### src/mph_consts.svh
`ifndef MPH_CONSTS_SVH
`define MPH_CONSTS_SVH

// ----------------------------------------
// framing
// ----------------------------------------
`define MPH_FLAG 8'h7E
`define MPH_ESC 8'h7D
`define MPH_ESC_XOR 8'h20
`define MPH_CRC_INIT 16'hFFFF
`define MPH_CRC_POLY 16'h8408
`define MPH_CRC_GOOD 16'hF0B8

// ----------------------------------------
// command and parameter codes
// ----------------------------------------
`define MPH_CMD_SET 8'h87
`define MPH_RSP_SET 8'h88
`define MPH_CMD_GET 8'h89
`define MPH_RSP_GET 8'h8A
`define MPH_PAR_STATE 8'h02
`define MPH_PAR_FLEN 8'h03
`define MPH_PAR_KEY 8'h04
`define MPH_PAR_TIME 8'h05
`define MPH_PAR_PROP 8'h07
`define MPH_ERR_NONE 8'h00
`define MPH_ERR_PARAM 8'h02

// ----------------------------------------
// data lengths and request sizes
// ----------------------------------------
`define MPH_LEN_STATE 8'h01
`define MPH_LEN_FLEN 8'h05
`define MPH_LEN_KEY 8'h00
`define MPH_LEN_TIME 8'h17
`define MPH_LEN_PROP 8'h1F
`define MPH_PLEN_FLEN 6'h03
`define MPH_PLEN_KEY 6'h12
`define MPH_HDR_BYTES 6'h04
`define MPH_RSP_BYTES 35
`define MPH_DATA_BYTES 31
`define MPH_KEY_BYTES 16
`define MPH_STATE_IDX 26
`define MPH_RX_DEPTH 37

`endif

### src/mph_pkg.sv
package mph_pkg;
    // link-level connection state as kept by the networking core
    typedef enum logic [2:0] {
        MPH_CS_WAIT_CFG = 3'h0,
        MPH_CS_JOINING = 3'h1,
        MPH_CS_ACTIVE_NEIGHBOR_SCAN = 3'h2,
        MPH_CS_PASSIVE_NEIGHBOR_SCAN = 3'h3,
        MPH_CS_SYNCHRONIZED = 3'h4,
        MPH_CS_RESETTING = 3'h5,
        MPH_CS_ONLINE_SINGLE_PARENT = 3'h6,
        MPH_CS_ONLINE_MULTI_PARENT = 3'h7
    } mph_conn_t;

    typedef enum logic [5:0] {
        MPH_TX_IDLE = 6'b000001,
        MPH_TX_SOF = 6'b000010,
        MPH_TX_BODY = 6'b000100,
        MPH_TX_CRC_LO = 6'b001000,
        MPH_TX_CRC_HI = 6'b010000,
        MPH_TX_EOF = 6'b100000
    } mph_tx_state_t;
endpackage

### src/mph_param_handler.sv
// Behaviour
// - connection state reported as byte 1,2,3,4,6,7,9,10 by state kind
// - frame length answer: 0x8A, 0x03, error, length 5, id, 32-bit ms
// - new join key goes to storage; active key changes only after reset
// - join key answer: 0x88, 0x04, error, length 0
// - join key is set-only; frame length, time, properties are get-only
// - time/state answer carries the same content as the unsolicited packet
// - time/state answer: length 0x17, time fields, state at byte 26
// - property answer: 0x8A, 0x07, error, length 0x1F, fields
// - property fields in fixed order, ending with one reserved byte
// - 0x7D and 0x7E escaped as 0x7D 0x5D / 0x7D 0x5E, reversed on receive
// - ones-complement CRC-16 over unstuffed payload, low byte first
// - each packet opens and closes with a 0x7E flag
// - non-zero error code forces data length zero and no data
`timescale 1ns/1ps
`include "mph_consts.svh"

module mph_param_handler import mph_pkg::*; #(
    parameter int RX_DEPTH = `MPH_RX_DEPTH
) (
    input wire logic mclk,
    input wire logic reset_n,
    input wire logic [7:0] rx_byte,
    input wire logic rx_valid,
    output logic [7:0] tx_byte,
    output logic tx_valid,
    input wire logic tx_ready,
    input wire mph_conn_t conn_state,
    output logic [7:0] frame_id,
    input wire logic [31:0] frame_len_ms,
    input wire logic [31:0] ts_cycle,
    input wire logic [31:0] ts_offset_us,
    input wire logic [15:0] ts_frame_slots,
    input wire logic [31:0] ts_utc_s,
    input wire logic [31:0] ts_utc_us,
    input wire logic [31:0] ts_uptime_ms,
    input wire logic [23:0] prop_hw_model,
    input wire logic [15:0] prop_hw_rev,
    input wire logic [31:0] prop_sw_rev,
    input wire logic [63:0] prop_mac,
    input wire logic [7:0] prop_net_type,
    input wire logic [15:0] prop_net_id,
    input wire logic [63:0] prop_sheet_id,
    input wire logic [15:0] prop_node_id,
    output logic key_store_we,
    output logic [127:0] key_store_data,
    input wire logic [127:0] key_nv,
    output logic [127:0] key_active
);

    // ----------------------------------------
    // elaboration checks
    // ----------------------------------------
    if (RX_DEPTH < 20 || RX_DEPTH > 63) begin : g_bad_depth
        $error("RX_DEPTH must hold a key request and fit a 6-bit count");
    end

    function automatic logic [15:0] crc_upd(input logic [15:0] c, input logic [7:0] d);
        logic [15:0] x;
        x = c ^ {8'h00, d};
        for (int i = 0; i < 8; i++) begin
            x = x[0] ? ((x >> 1) ^ `MPH_CRC_POLY) : (x >> 1);
        end
        return x;
    endfunction

    function automatic logic [7:0] state_code(input mph_conn_t s);
        case (s)
            MPH_CS_WAIT_CFG: state_code = 8'h01;
            MPH_CS_JOINING: state_code = 8'h02;
            MPH_CS_ACTIVE_NEIGHBOR_SCAN: state_code = 8'h03;
            MPH_CS_PASSIVE_NEIGHBOR_SCAN: state_code = 8'h04;
            MPH_CS_SYNCHRONIZED: state_code = 8'h06;
            MPH_CS_RESETTING: state_code = 8'h07;
            MPH_CS_ONLINE_SINGLE_PARENT: state_code = 8'h09;
            MPH_CS_ONLINE_MULTI_PARENT: state_code = 8'h0A;
            default: state_code = 8'h01;
        endcase
    endfunction

    // ----------------------------------------
    // receive: deframe, unstuff, check, decode
    // ----------------------------------------
    logic [7:0] rx_buf_r [0:RX_DEPTH-1];
    logic [7:0] rx_buf_nxt [0:RX_DEPTH-1];
    logic [5:0] rx_cnt_r, rx_cnt_nxt;
    logic [15:0] rx_crc_r, rx_crc_nxt;
    logic rx_esc_r, rx_esc_nxt, rx_ovf_r, rx_ovf_nxt;
    logic [7:0] resp_r [0:`MPH_RSP_BYTES-1];
    logic [7:0] resp_nxt [0:`MPH_RSP_BYTES-1];
    logic [5:0] resp_len_r, resp_len_nxt;
    logic key_we_r, key_we_nxt;
    logic [127:0] key_data_r, key_data_nxt;
    logic [127:0] key_act_r;
    logic key_load_r;
    logic start;
    mph_tx_state_t tx_state_r, tx_state_nxt;

    always_comb begin
        logic [7:0] d, err, dlen, code;
        logic [247:0] vec;
        logic [5:0] plen;
        logic frame_end, is_get, is_set;
        rx_buf_nxt = rx_buf_r;
        rx_cnt_nxt = rx_cnt_r;
        rx_crc_nxt = rx_crc_r;
        rx_esc_nxt = rx_esc_r;
        rx_ovf_nxt = rx_ovf_r;
        resp_nxt = resp_r;
        resp_len_nxt = resp_len_r;
        key_we_nxt = 1'b0;
        key_data_nxt = key_data_r;
        d = rx_esc_r ? (rx_byte ^ `MPH_ESC_XOR) : rx_byte;
        frame_end = 1'b0;
        if (rx_valid) begin
            if (rx_byte == `MPH_FLAG) begin
                // bad CRC, overflow or busy transmitter drop the request silently
                frame_end = rx_cnt_r >= 6'd4 && !rx_ovf_r && !rx_esc_r &&
                            rx_crc_r == `MPH_CRC_GOOD && tx_state_r == MPH_TX_IDLE;
                rx_cnt_nxt = 6'd0;
                rx_crc_nxt = `MPH_CRC_INIT;
                rx_esc_nxt = 1'b0;
                rx_ovf_nxt = 1'b0;
            end else if (rx_byte == `MPH_ESC && !rx_esc_r) begin
                rx_esc_nxt = 1'b1;
            end else begin
                rx_esc_nxt = 1'b0;
                if (rx_cnt_r < 6'(RX_DEPTH)) begin
                    rx_buf_nxt[rx_cnt_r] = d;
                    rx_cnt_nxt = rx_cnt_r + 6'd1;
                    rx_crc_nxt = crc_upd(rx_crc_r, d);
                end else begin
                    rx_ovf_nxt = 1'b1;
                end
            end
        end
        is_get = rx_buf_r[0] == `MPH_CMD_GET;
        is_set = rx_buf_r[0] == `MPH_CMD_SET;
        start = frame_end && (is_get || is_set);
        plen = rx_cnt_r - 6'd2;
        err = `MPH_ERR_PARAM;
        dlen = 8'h00;
        vec = '0;
        code = is_get ? `MPH_RSP_GET : `MPH_RSP_SET;
        if (is_get) begin
            case (rx_buf_r[1])
                `MPH_PAR_STATE: begin
                    err = `MPH_ERR_NONE;
                    dlen = `MPH_LEN_STATE;
                    vec[247:240] = state_code(conn_state);
                end
                `MPH_PAR_FLEN: begin
                    if (plen >= `MPH_PLEN_FLEN) begin
                        err = `MPH_ERR_NONE;
                        dlen = `MPH_LEN_FLEN;
                        vec[247:208] = {rx_buf_r[2], frame_len_ms};
                    end
                end
                `MPH_PAR_TIME: begin
                    err = `MPH_ERR_NONE;
                    dlen = `MPH_LEN_TIME;
                    // same field layout as the unsolicited time packet
                    vec[247:64] = {ts_cycle, ts_offset_us, ts_frame_slots, ts_utc_s,
                                   ts_utc_us, ts_uptime_ms, state_code(conn_state)};
                end
                `MPH_PAR_PROP: begin
                    err = `MPH_ERR_NONE;
                    dlen = `MPH_LEN_PROP;
                    vec = {prop_hw_model, prop_hw_rev, prop_sw_rev, prop_mac, prop_net_type,
                           prop_net_id, prop_sheet_id, prop_node_id, 8'h00};
                end
                default: begin
                    err = `MPH_ERR_PARAM;
                end
            endcase
        end else if (rx_buf_r[1] == `MPH_PAR_KEY && plen >= `MPH_PLEN_KEY) begin
            err = `MPH_ERR_NONE;
            dlen = `MPH_LEN_KEY;
            key_we_nxt = start;
            for (int i = 0; i < `MPH_KEY_BYTES; i++) begin
                key_data_nxt[127-8*i -: 8] = start ? rx_buf_r[2+i] : key_data_r[127-8*i -: 8];
            end
        end
        if (err != `MPH_ERR_NONE) begin
            dlen = 8'h00;
            vec = '0;
        end
        if (start) begin
            resp_nxt[0] = code;
            resp_nxt[1] = rx_buf_r[1];
            resp_nxt[2] = err;
            resp_nxt[3] = dlen;
            for (int i = 0; i < `MPH_DATA_BYTES; i++) begin
                resp_nxt[4+i] = vec[247-8*i -: 8];
            end
            resp_len_nxt = `MPH_HDR_BYTES + dlen[5:0];
        end
    end

    always_ff @(posedge mclk) begin
        if (!reset_n) begin
            for (int i = 0; i < RX_DEPTH; i++) begin
                rx_buf_r[i] <= 8'h00;
            end
            for (int i = 0; i < `MPH_RSP_BYTES; i++) begin
                resp_r[i] <= 8'h00;
            end
            rx_cnt_r <= 6'h00;
            rx_crc_r <= `MPH_CRC_INIT;
            rx_esc_r <= 1'b0;
            rx_ovf_r <= 1'b0;
            resp_len_r <= 6'h00;
            key_we_r <= 1'b0;
            key_data_r <= '0;
        end else begin
            rx_buf_r <= rx_buf_nxt;
            resp_r <= resp_nxt;
            rx_cnt_r <= rx_cnt_nxt;
            rx_crc_r <= rx_crc_nxt;
            rx_esc_r <= rx_esc_nxt;
            rx_ovf_r <= rx_ovf_nxt;
            resp_len_r <= resp_len_nxt;
            key_we_r <= key_we_nxt;
            key_data_r <= key_data_nxt;
        end
    end

    // ----------------------------------------
    // active key: caught from storage once after reset release
    // ----------------------------------------
    always_ff @(posedge mclk) begin
        if (!reset_n) begin
            key_load_r <= 1'b1;
            key_act_r <= '0;
        end else if (key_load_r) begin
            key_load_r <= 1'b0;
            key_act_r <= key_nv;
        end
    end

    // ----------------------------------------
    // transmit: frame, CRC, stuff
    // ----------------------------------------
    logic [5:0] tx_idx_r, tx_idx_nxt;
    logic [15:0] tx_crc_r, tx_crc_nxt;
    logic tx_esc_r, tx_esc_nxt, tx_valid_r, tx_valid_nxt;
    logic [7:0] tx_byte_r, tx_byte_nxt;

    always_comb begin
        logic [7:0] raw;
        logic adv;
        raw = `MPH_FLAG;
        tx_state_nxt = tx_state_r;
        tx_idx_nxt = tx_idx_r;
        tx_crc_nxt = tx_crc_r;
        tx_esc_nxt = tx_esc_r;
        tx_byte_nxt = tx_byte_r;
        tx_valid_nxt = tx_valid_r && !tx_ready;
        adv = 1'b0;
        case (tx_state_r)
            MPH_TX_BODY: raw = resp_r[tx_idx_r];
            MPH_TX_CRC_LO: raw = ~tx_crc_r[7:0];
            MPH_TX_CRC_HI: raw = ~tx_crc_r[15:8];
            default: raw = `MPH_FLAG;
        endcase
        if (start) begin
            tx_state_nxt = MPH_TX_SOF;
            tx_idx_nxt = 6'h00;
            tx_crc_nxt = `MPH_CRC_INIT;
            tx_esc_nxt = 1'b0;
        end else if (tx_state_r != MPH_TX_IDLE && (!tx_valid_r || tx_ready)) begin
            tx_valid_nxt = 1'b1;
            if (tx_state_r == MPH_TX_SOF || tx_state_r == MPH_TX_EOF) begin
                tx_byte_nxt = `MPH_FLAG;
                tx_state_nxt = (tx_state_r == MPH_TX_SOF) ? MPH_TX_BODY : MPH_TX_IDLE;
            end else if (tx_esc_r) begin
                tx_byte_nxt = raw ^ `MPH_ESC_XOR;
                tx_esc_nxt = 1'b0;
                adv = 1'b1;
            end else begin
                if (tx_state_r == MPH_TX_BODY) begin
                    tx_crc_nxt = crc_upd(tx_crc_r, raw);
                end
                if (raw == `MPH_FLAG || raw == `MPH_ESC) begin
                    tx_byte_nxt = `MPH_ESC;
                    tx_esc_nxt = 1'b1;
                end else begin
                    tx_byte_nxt = raw;
                    adv = 1'b1;
                end
            end
            if (adv) begin
                case (tx_state_r)
                    MPH_TX_BODY: begin
                        if (tx_idx_r == resp_len_r - 6'd1) begin
                            tx_state_nxt = MPH_TX_CRC_LO;
                        end else begin
                            tx_idx_nxt = tx_idx_r + 6'd1;
                        end
                    end
                    MPH_TX_CRC_LO: tx_state_nxt = MPH_TX_CRC_HI;
                    MPH_TX_CRC_HI: tx_state_nxt = MPH_TX_EOF;
                    default: tx_state_nxt = tx_state_r;
                endcase
            end
        end
    end

    always_ff @(posedge mclk) begin
        if (!reset_n) begin
            tx_state_r <= MPH_TX_IDLE;
            tx_idx_r <= 6'h00;
            tx_crc_r <= `MPH_CRC_INIT;
            tx_esc_r <= 1'b0;
            tx_valid_r <= 1'b0;
            tx_byte_r <= 8'h00;
        end else begin
            tx_state_r <= tx_state_nxt;
            tx_idx_r <= tx_idx_nxt;
            tx_crc_r <= tx_crc_nxt;
            tx_esc_r <= tx_esc_nxt;
            tx_valid_r <= tx_valid_nxt;
            tx_byte_r <= tx_byte_nxt;
        end
    end

    assign tx_byte = tx_byte_r;
    assign tx_valid = tx_valid_r;
    assign frame_id = rx_buf_r[2];
    assign key_store_we = key_we_r;
    assign key_store_data = key_data_r;
    assign key_active = key_act_r;

    // ----------------------------------------
    // checks
    // ----------------------------------------
    a_key_held: assert property (@(posedge mclk) disable iff (!reset_n)
        !key_load_r |=> $stable(key_act_r)) else $error("active key changed after load");
    a_key_answer: assert property (@(posedge mclk) disable iff (!reset_n)
        start && key_we_nxt |=> key_store_we && resp_r[0] == 8'h88 && resp_r[3] == 8'h00)
        else $error("join key answer wrong");
    a_flen_answer: assert property (@(posedge mclk) disable iff (!reset_n)
        start && rx_buf_r[0] == 8'h89 && rx_buf_r[1] == 8'h03 && rx_cnt_r >= 6'd5
        |=> resp_r[0] == 8'h8A && resp_r[3] == 8'h05 && resp_len_r == 6'd9)
        else $error("frame length answer wrong");
    a_time_answer: assert property (@(posedge mclk) disable iff (!reset_n)
        start && rx_buf_r[0] == 8'h89 && rx_buf_r[1] == 8'h05
        |=> resp_r[3] == 8'h17 && resp_r[`MPH_STATE_IDX] == state_code($past(conn_state)))
        else $error("time answer wrong");
    a_prop_answer: assert property (@(posedge mclk) disable iff (!reset_n)
        start && rx_buf_r[0] == 8'h89 && rx_buf_r[1] == 8'h07
        |=> resp_r[3] == 8'h1F && resp_len_r == 6'd35 && resp_r[34] == 8'h00)
        else $error("property answer wrong");
    a_wrong_dir: assert property (@(posedge mclk) disable iff (!reset_n)
        start && rx_buf_r[0] == 8'h87 && rx_buf_r[1] == 8'h03 |=> resp_r[2] == 8'h02)
        else $error("wrong direction not refused");
    a_err_nodata: assert property (@(posedge mclk) disable iff (!reset_n)
        $rose(tx_state_r == MPH_TX_SOF) && resp_r[2] != 8'h00 |-> resp_r[3] == 8'h00
        && resp_len_r == 6'd4) else $error("error answer carries data");
    a_esc_pair: assert property (@(posedge mclk) disable iff (!reset_n)
        tx_valid && tx_ready && tx_byte == 8'h7D && tx_state_r != MPH_TX_IDLE
        |=> tx_valid && (tx_byte == 8'h5D || tx_byte == 8'h5E)) else $error("bad escape pair");
    a_sof_flag: assert property (@(posedge mclk) disable iff (!reset_n)
        tx_state_r == MPH_TX_SOF && (!tx_valid || tx_ready) |=> tx_valid && tx_byte == 8'h7E
        && tx_state_r == MPH_TX_BODY) else $error("missing opening flag");

endmodule

### config.mk
export PLATFORM = sky130hd
export DESIGN_NAME = mph_param_handler
export DESIGN_NICKNAME = d
export VERILOG_FILES = /design/src/mph_pkg.sv /design/src/mph_param_handler.sv
export VERILOG_INCLUDE_DIRS = /design/src
export SDC_FILE = /design/constraint.sdc
export NUM_CORES = 2
export LEC_CHECK = 0
export ABC_AREA = 1
export BUFFER_PORTS_ARGS = -buffer_cell sky130_fd_sc_hd__buf_2
export CAP_MARGIN = 40
export CORE_AREA = 2 2 339 341
export CTS_BUF_LIST = sky130_fd_sc_hd__clkbuf_8
export DETAILED_ROUTE_END_ITERATION = 16
export DIE_AREA = 0 0 341 343
export SLEW_MARGIN = 20
export SYNTH_ARGS = -nofsm -noshare
export SYNTH_HDL_FRONTEND = slang
export SYNTH_SLANG_ARGS = --single-unit
### constraint.sdc
create_clock -name mclk -period 3 [get_ports mclk]
set_input_delay 0.45 -clock mclk [delete_from_list [all_inputs] [get_ports mclk]]
set_output_delay 0.45 -clock mclk [all_outputs]
set_load 0.02 [all_outputs]
After elaboration in Yosys (flattened, before gate mapping)
Memories as Yosys holds them, arrays and structs flattened.
Index checks and enable logic that the tools add are counted.
{"block": "op_classes", "multipliers": 0, "shifts": 0, "eq_ne": 24, "n_bitwise": 33, "n_addsub": 5, "n_div": 0, "n_mux": 73, "n_reduce_logical": 34, "order_cmp": 7}
{"op": "$mux W248", "n": 2}
{"op": "$mux W16", "n": 19}
{"op": "$bwmux W296", "n": 1}
{"op": "$pmux W144 S2", "n": 1}
{"op": "$pmux W32 S3", "n": 1}
{"op": "$mux W8", "n": 9}
{"op": "$mux W64", "n": 1}
{"op": "$bmux W8 S6", "n": 1}
{"op": "$demux W8 S6", "n": 1}
{"op": "$not A2 Y3", "n": 16}
{"op": "$mux W6", "n": 7}
{"op": "$mux W40", "n": 1}
{"op": "$eq A8 B7 Y1 const B", "n": 4}
{"op": "$pmux W8 S4", "n": 1}
{"op": "$xor A16 B8 Y16", "n": 2}
{"op": "$eq A8 B3 Y1 const B", "n": 3}
{"op": "$pmux W8 S3", "n": 1}
{"op": "$pmux W5 S4", "n": 1}
{"op": "$pmux W6 S3", "n": 1}
{"op": "$mux W1", "n": 17}
{"op": "$eq A16 B16 Y1 const B", "n": 1}
{"op": "$eq A8 B2 Y1 const B", "n": 2}
{"op": "$eq A8 B8 Y1 const B", "n": 2}
{"op": "$not A8 Y8", "n": 2}
{"op": "36 further kinds", "n": 79}
{"block": "totals", "mem_count": 2, "regBits": 902, "input_bits": 591, "latchBits": 0, "output_inout_bits": 274, "rom_bits": 64, "ramBits": 0, "elab_cells": 266}
{"name": "(name not given)", "words": 8, "width": 4, "rd": 1, "rd_ports_with_merged_regs": 0, "write_ports": 0, "line_no": "mph_param_handler.sv:68", "rtl": "case (s)"}
{"name": "(name not given)", "words": 8, "width": 4, "rd": 1, "rd_ports_with_merged_regs": 0, "write_ports": 0, "line_no": "mph_param_handler.sv:68"}

Logic depth before layout (Yosys ltp)
{"block": "logic_depth", "ltp_word": 22, "mapped_depth": 22, "depth_no_buf": 20}

Worst setup path after synthesis
No wires, ideal clock.
{"block": "synth_path", "path_kind": "flip-flop to flip-flop", "startpoint": "register rx_cnt_r[1]", "endpoint": "register resp_len_r[4]", "n_path_buf": 2, "setup_slack_ps": 502, "arrival_ps": 2412, "required_time_ps": 2914, "stages_incl_launch_ff": 16, "period_less_slack_ps": 2498, "path_cell_list": "dfxtp_1 -> inv_1 -> ha_1 -> nand2_1 -> xor2_1 -> nand2_1 -> nor3_1 -> nor2_1 -> clkbuf_1 -> buf_1 -> o21ai_0 -> a21oi_1 -> ha_1 -> nand2_1 -> o211a_1 -> a211oi_1"}
{"block": "synth_between", "elab_chain_cells": 8}
{"item": "start: declaration", "line_no": "mph_param_handler.sv:86", "rtl": "logic [5:0] rx_cnt_r, rx_cnt_nxt;"}
{"item": "start signal: assignment", "line_no": "mph_param_handler.sv:218", "rtl": "rx_cnt_r <= rx_cnt_nxt;"}
{"item": "$sub A6 B2 Y6 or $ge A6 B3 Y1 (tied branches)", "line_no": "mph_param_handler.sv:140, mph_param_handler.sv:118"}
{"item": "$ge A6 B2 Y1 (no line) (tied with other cells)"}
{"item": "$mux W2 (tied with other cells)", "line_no": "mph_param_handler.sv:153", "rtl": "if (plen >= `MPH_PLEN_FLEN) begin"}
{"item": "$pmux W2 S2 (tied with other cells)", "line_no": "mph_param_handler.sv:146", "rtl": "case (rx_buf_r[1])"}
{"item": "$mux W8 or $logic_and A1 B1 Y1 (tied branches)", "line_no": "mph_param_handler.sv:145, mph_param_handler.sv:118"}
{"item": "$reduce_bool A8 Y1 (no line) or $mux W1 (tied branches)"}
{"item": "$mux W8 or $mux W1 (tied branches)", "line_no": "mph_param_handler.sv:184, mph_param_handler.sv:115"}
{"item": "$add A3 B6 Y6 (no line) or $logic_and A1 B1 Y1 (tied branches)"}
{"item": "end signal: assignment", "line_no": "mph_param_handler.sv:222", "rtl": "resp_len_r <= resp_len_nxt;"}
{"item": "end: declaration", "line_no": "mph_param_handler.sv:91", "rtl": "logic [5:0] resp_len_r, resp_len_nxt;"}
Several ways; a longest one is shown, not always the timed one.
A chain may end at the register's enable or synchronous reset.

Worst setup path after layout
{"block": "layout_path", "startpoint": "register tx_idx_r[0]", "endpoint": "register tx_crc_r[2]"}
{"block": "layout_between", "elab_chain_cells": 15}
{"item": "start: declaration", "line_no": "mph_param_handler.sv:244", "rtl": "logic [5:0] tx_idx_r, tx_idx_nxt;"}
{"item": "start signal: assignment", "line_no": "mph_param_handler.sv:319", "rtl": "tx_idx_r <= tx_idx_nxt;"}
{"item": "$not A6 Y7 (implied by the code) (*)", "line_no": "mph_param_handler.sv:261", "rtl": "MPH_TX_BODY: raw = resp_r[tx_idx_r];"}
{"item": "$bmux W8 S6 (*)", "line_no": "mph_param_handler.sv:261"}
{"item": "$mux W8 (implied by the code) (*) (2 in series)", "line_no": "mph_param_handler.sv:261"}
{"item": "$pmux W8 S3 (*)", "line_no": "mph_param_handler.sv:260", "rtl": "case (tx_state_r)"}
{"item": "$xor A16 B8 Y16 (*)", "line_no": "mph_param_handler.sv:60", "rtl": "x = c ^ {8'h00, d};"}
{"item": "$mux W16 (*) (2 in series)", "line_no": "mph_param_handler.sv:62", "rtl": "x = x[0] ? ((x >> 1) ^ `MPH_CRC_POLY) : (x >> 1);"}
{"item": "$not A2 Y3 (no line)"}
{"item": "$mux W16 (*) (6 in series)", "line_no": "mph_param_handler.sv:62"}
{"item": "end signal: assignment", "line_no": "mph_param_handler.sv:313", "rtl": "tx_crc_r <= `MPH_CRC_INIT;"}
{"item": "end signal: assignment", "line_no": "mph_param_handler.sv:320", "rtl": "tx_crc_r <= tx_crc_nxt;"}
{"item": "end: declaration", "line_no": "mph_param_handler.sv:245", "rtl": "logic [15:0] tx_crc_r, tx_crc_nxt;"}
Every way passes the cells marked *; elsewhere a longest branch is shown, timed or not. The select of a mux whose other input is x is not followed.

==> impl_metrics.yaml <==
power:
  ir_drop_v: 0.0003019
  p_per_area_nw_per_um2: 519.8
  clkPwrFrac_pct: 42.1
  power_frac_comb_pct: 14.3
  seqPwrFrac_pct: 43.5
  leakagePower_nw: 20.17
  p_int_mw: 16.44
  netSwitchingPower_mw: 6.813
  p_total_mw: 23.26
  swShare_pct: 29.30
place:
  dp.cells: 6444
  numPortBuffers: 864
  gp_congestion: 0.8847
  dpl.hpwl_um: 92580
cells_and_area:
  layout-drive-gt1-share_pct: 22.04
  instances_no_fill: 7126
  fin_util_pct: 39.45
  final_nets: 6112
  area_growth_pct: 43.97
critical_path:
  startpoint_type: "flip-flop"
  r2r_cells: 16
  cp.required_ns: 3.66
  crit_arrival_ns: 3.45
  worstReg2RegStart: "tx_idx_r[0]"
  critical_path_class: "flip-flop to flip-flop"
  cp_max_fo: 33
  end_kind: "flip-flop"
  timing.rr.end: "tx_crc_r[2]"
  ff2ff_setup_slack_ns: 0.21
synthesis:
  synth_top_family_by_area: "compound AO/OA/AOI/OAI gates"
  synthMuxAreaShare_pct: 0.03623
  seq_area_frac_synth_pct: 46.57
  synth-main-ff-cell: "dfxtp_1"
  syn-num-nets: 4843
  synth_compound_area_share_pct: 21.09
  synth_cell_types: 46
  synth_cells: 4237
  syn_area_um2: 31080
  synthSimpleGateAreaFrac_pct: 20.04
  synth.avg_cell_area_um2: 7.335
  ys_ff_latch: 723
  synthXorXnorAreaFrac_pct: 1.425
  synth_edf_count: 0
  ys_async_sr_fraction_pct: 0
  synthAdderAreaFrac_pct: 0.6039
  ys_warn_count: 0
worst_hold_path:
  hold_path_class: "primary input to flip-flop"
  hold_end: "resp_r[212]"
  holdPathStages: 5
  hp-start: "frame_len_ms[4]"
grt:
  antenna_found_initial: 19
  grt_pass1_wl_um: 194600
  grt.met2_usage_pct: 36.56
  grt_pass1_vias: 33240
  grt_overflow: 0
  gr-max-usage-layer: "met2"
  met1_usage_pct: 25.00
  grtUsageMet3_pct: 4.521
  grt_util_all_layers_pct: 21.39
  grt_max_degree: 149
clocking:
  clock-root-buffer: "clkbuf_8"
  clk_pin_slew_ns: 0.06
  cts_tree: "yes"
  numCtsBuffers: 131
  clock_latency_ns: 0.81
  h-tree-depth: 4
  cts_sinks: 723
  cts_max_path_buffers: 3
sta:
  setup_violations: 0
  relSlewSlack_pct: 51.00
  min_period_over_period_pct: 92.90
  clock_skew_ns: 0.06426
  period_minus_slack_ns: 2.787
  hold_viol_final: 0
  final.setup.tns_ns: 0
  slew_viol_final: 0
  worst_pin_slew_ns: 0.7350
  grt_setup_unrepaired: "false"
  holdWs_ns: 0.08293
  fmax_mhz: 358.8
route:
  wl_per_cell_um: 18.64
  num_vias: 34180
  wl_um: 132800
  routed_via_density: 4.796
  dr.pass1.iters: 6
  drc: 0
  drt_iter0_markers: 2246
  drt.antenna.violating_nets: 0
die:
  rows: 124
  die_h_um: 343
  ios: 865
  dieArea_um2: 117000
  fp.coreArea_um2: 113400
  die_w_um: 341
  start_util_pct: 27.40
outcome:
  status: "finished, final reports clean"
job:
  maxCapViolCount: 0
## layout by cell type, fill, tap and decap left out, drive strengths merged, types with 7 or more instances in the layout
cell type / instances
dfxtp: 723
o22ai: 56
nor2: 527
ha: 15
clkbuf: 170
nand4: 14
a32o: 50
a22o: 136
clkinv: 19
diode: 10
a211oi: 7
buf: 999
a21oi: 157
o211ai: 34
inv: 543
xor2: 27
dlygate4sd3: 437
xnor2: 21
o21ai: 651
nand2: 689
nor3: 26
nand3: 271
## power by group through the flow
| stage | combinational [mW] | clock, mW | sequential (mW) |
|---|---|---|---|
| 2_1_floorplan | 1.42 | 0 | 10.4 |
| 3_3_place_gp | 2.90 | 0 | 10.3 |
| 3_5_place_dp | 2.90 | 0 | 10.3 |
| 4_1_cts | 3.28 | 10.1 | 10.1 |
| 5_1_grt | 3.61 | 10.5 | 10.2 |
| 6_report | 3.33 | 9.80 | 10.1 |
## metal layers
layer  wire length, um  vias up
met1             53220    16010
li1                  -    16430
met2             63980     1405
met4              7014        2
met3              8563      330
met5                15        -
## worst max path at each step
stage | slack, ns | from | to
2_1_floorplan | 0.50 | rx_cnt_r[1] | resp_len_r[4]
3_3_place_gp | 0.12 | rx_byte[6] | resp_r[10]
3_5_place_dp | 0.03 | rx_byte[6] | resp_r[14]
4_1_cts | 0.04 | rx_cnt_r[1] | resp_r[241]
5_1_grt | 0.02 | rx_cnt_r[1] | resp_r[223]
6_report | 0.21 | tx_idx_r[0] | tx_crc_r[2]
## through the flow
step           area, um^2  setup slack [ns]
6_report            44740            0.2130
2_1_floorplan       31080            0.5020
3_3_place_gp        37490            0.1224
3_5_place_dp        37490           0.03033
5_1_grt             44740           0.02170
4_1_cts             44620           0.04164
## synth_stat cells, types with 7 or more instances
cell type	number	area, um^2
a21oi_1	157	785.8
a32o_1	50	500.5
o211ai_1	34	255.2
nand3_1	269	1346
inv_2	9	33.78
xnor2_1	21	183.9
dfxtp_1	723	14470
o21ai_1	205	1026
nand4_1	13	81.33
clkbuf_1	216	810.8
inv_1	490	1839
buf_2	60	300.3
ha_1	15	187.7
a211oi_1	7	52.55
o22ai_1	56	350.3
xor2_1	24	210.2
buf_4	21	157.7
nor2_1	524	1967
a22o_1	136	1191
o21ai_0	446	2232
nand2_1	688	2582
nor3_1	23	115.1
## sequential cells by signal, summed over array words and instances, names as in the netlist, 6 cells and up
name            cells
tx_state_r          6
resp_len_r          6
rx_buf_r          136
tx_idx_r            6
key_store_data    128
key_active        128
tx_crc_r           16
rx_crc_r           16
resp_r            253
rx_cnt_r            6
tx_byte             8
frame_id            8
## cells by family after synthesis
logic type / after synthesis
multiplexers: 1
buffers and inverters: 806
flip-flops: 723
XOR/XNOR: 48
AO/OA/AOI/OAI: 1111
adder cells (fa/ha/maj): 15
AND/OR/NAND/NOR: 1533
## layout make-up
type	instances	area, um^2
Multi-Input combinational cell	2708	13500
Tap cell	1512	1892
Fill cell	11480	68670
Inverter	505	1908
Sequential cell	723	14490
Clock buffer	169	2326
Antenna cell	10	25.02
Timing Repair Buffer	1437	10180
Clock inverter	62	425.4
## worst max-delay path: stages (launching register included)
cell      delay, ns
dfxtp_4        0.44
buf_16         0.23
buf_12         0.21
nand2_1        0.07
o211ai_1       0.09
nand2_1        0.16
a21oi_1        0.22
nand2_1        0.07
nand2_1        0.10
nand2_1        0.06
nand2_1        0.05
nand2_1        0.11
xor2_2         0.36
xor2_1         0.23
nand2_1        0.08
nand3_1        0.07
nand3_1        0.06
## repair_timing
action | in CTS | in global routing
endpoints found under the hold margin | 337 | 0
resized for setup | 0 | 12
endpoints found under the setup margin | 0 | 87
buffers inserted | 0 | 3
hold buffers | 437 | 0
Power figures use the tool's default switching activity.
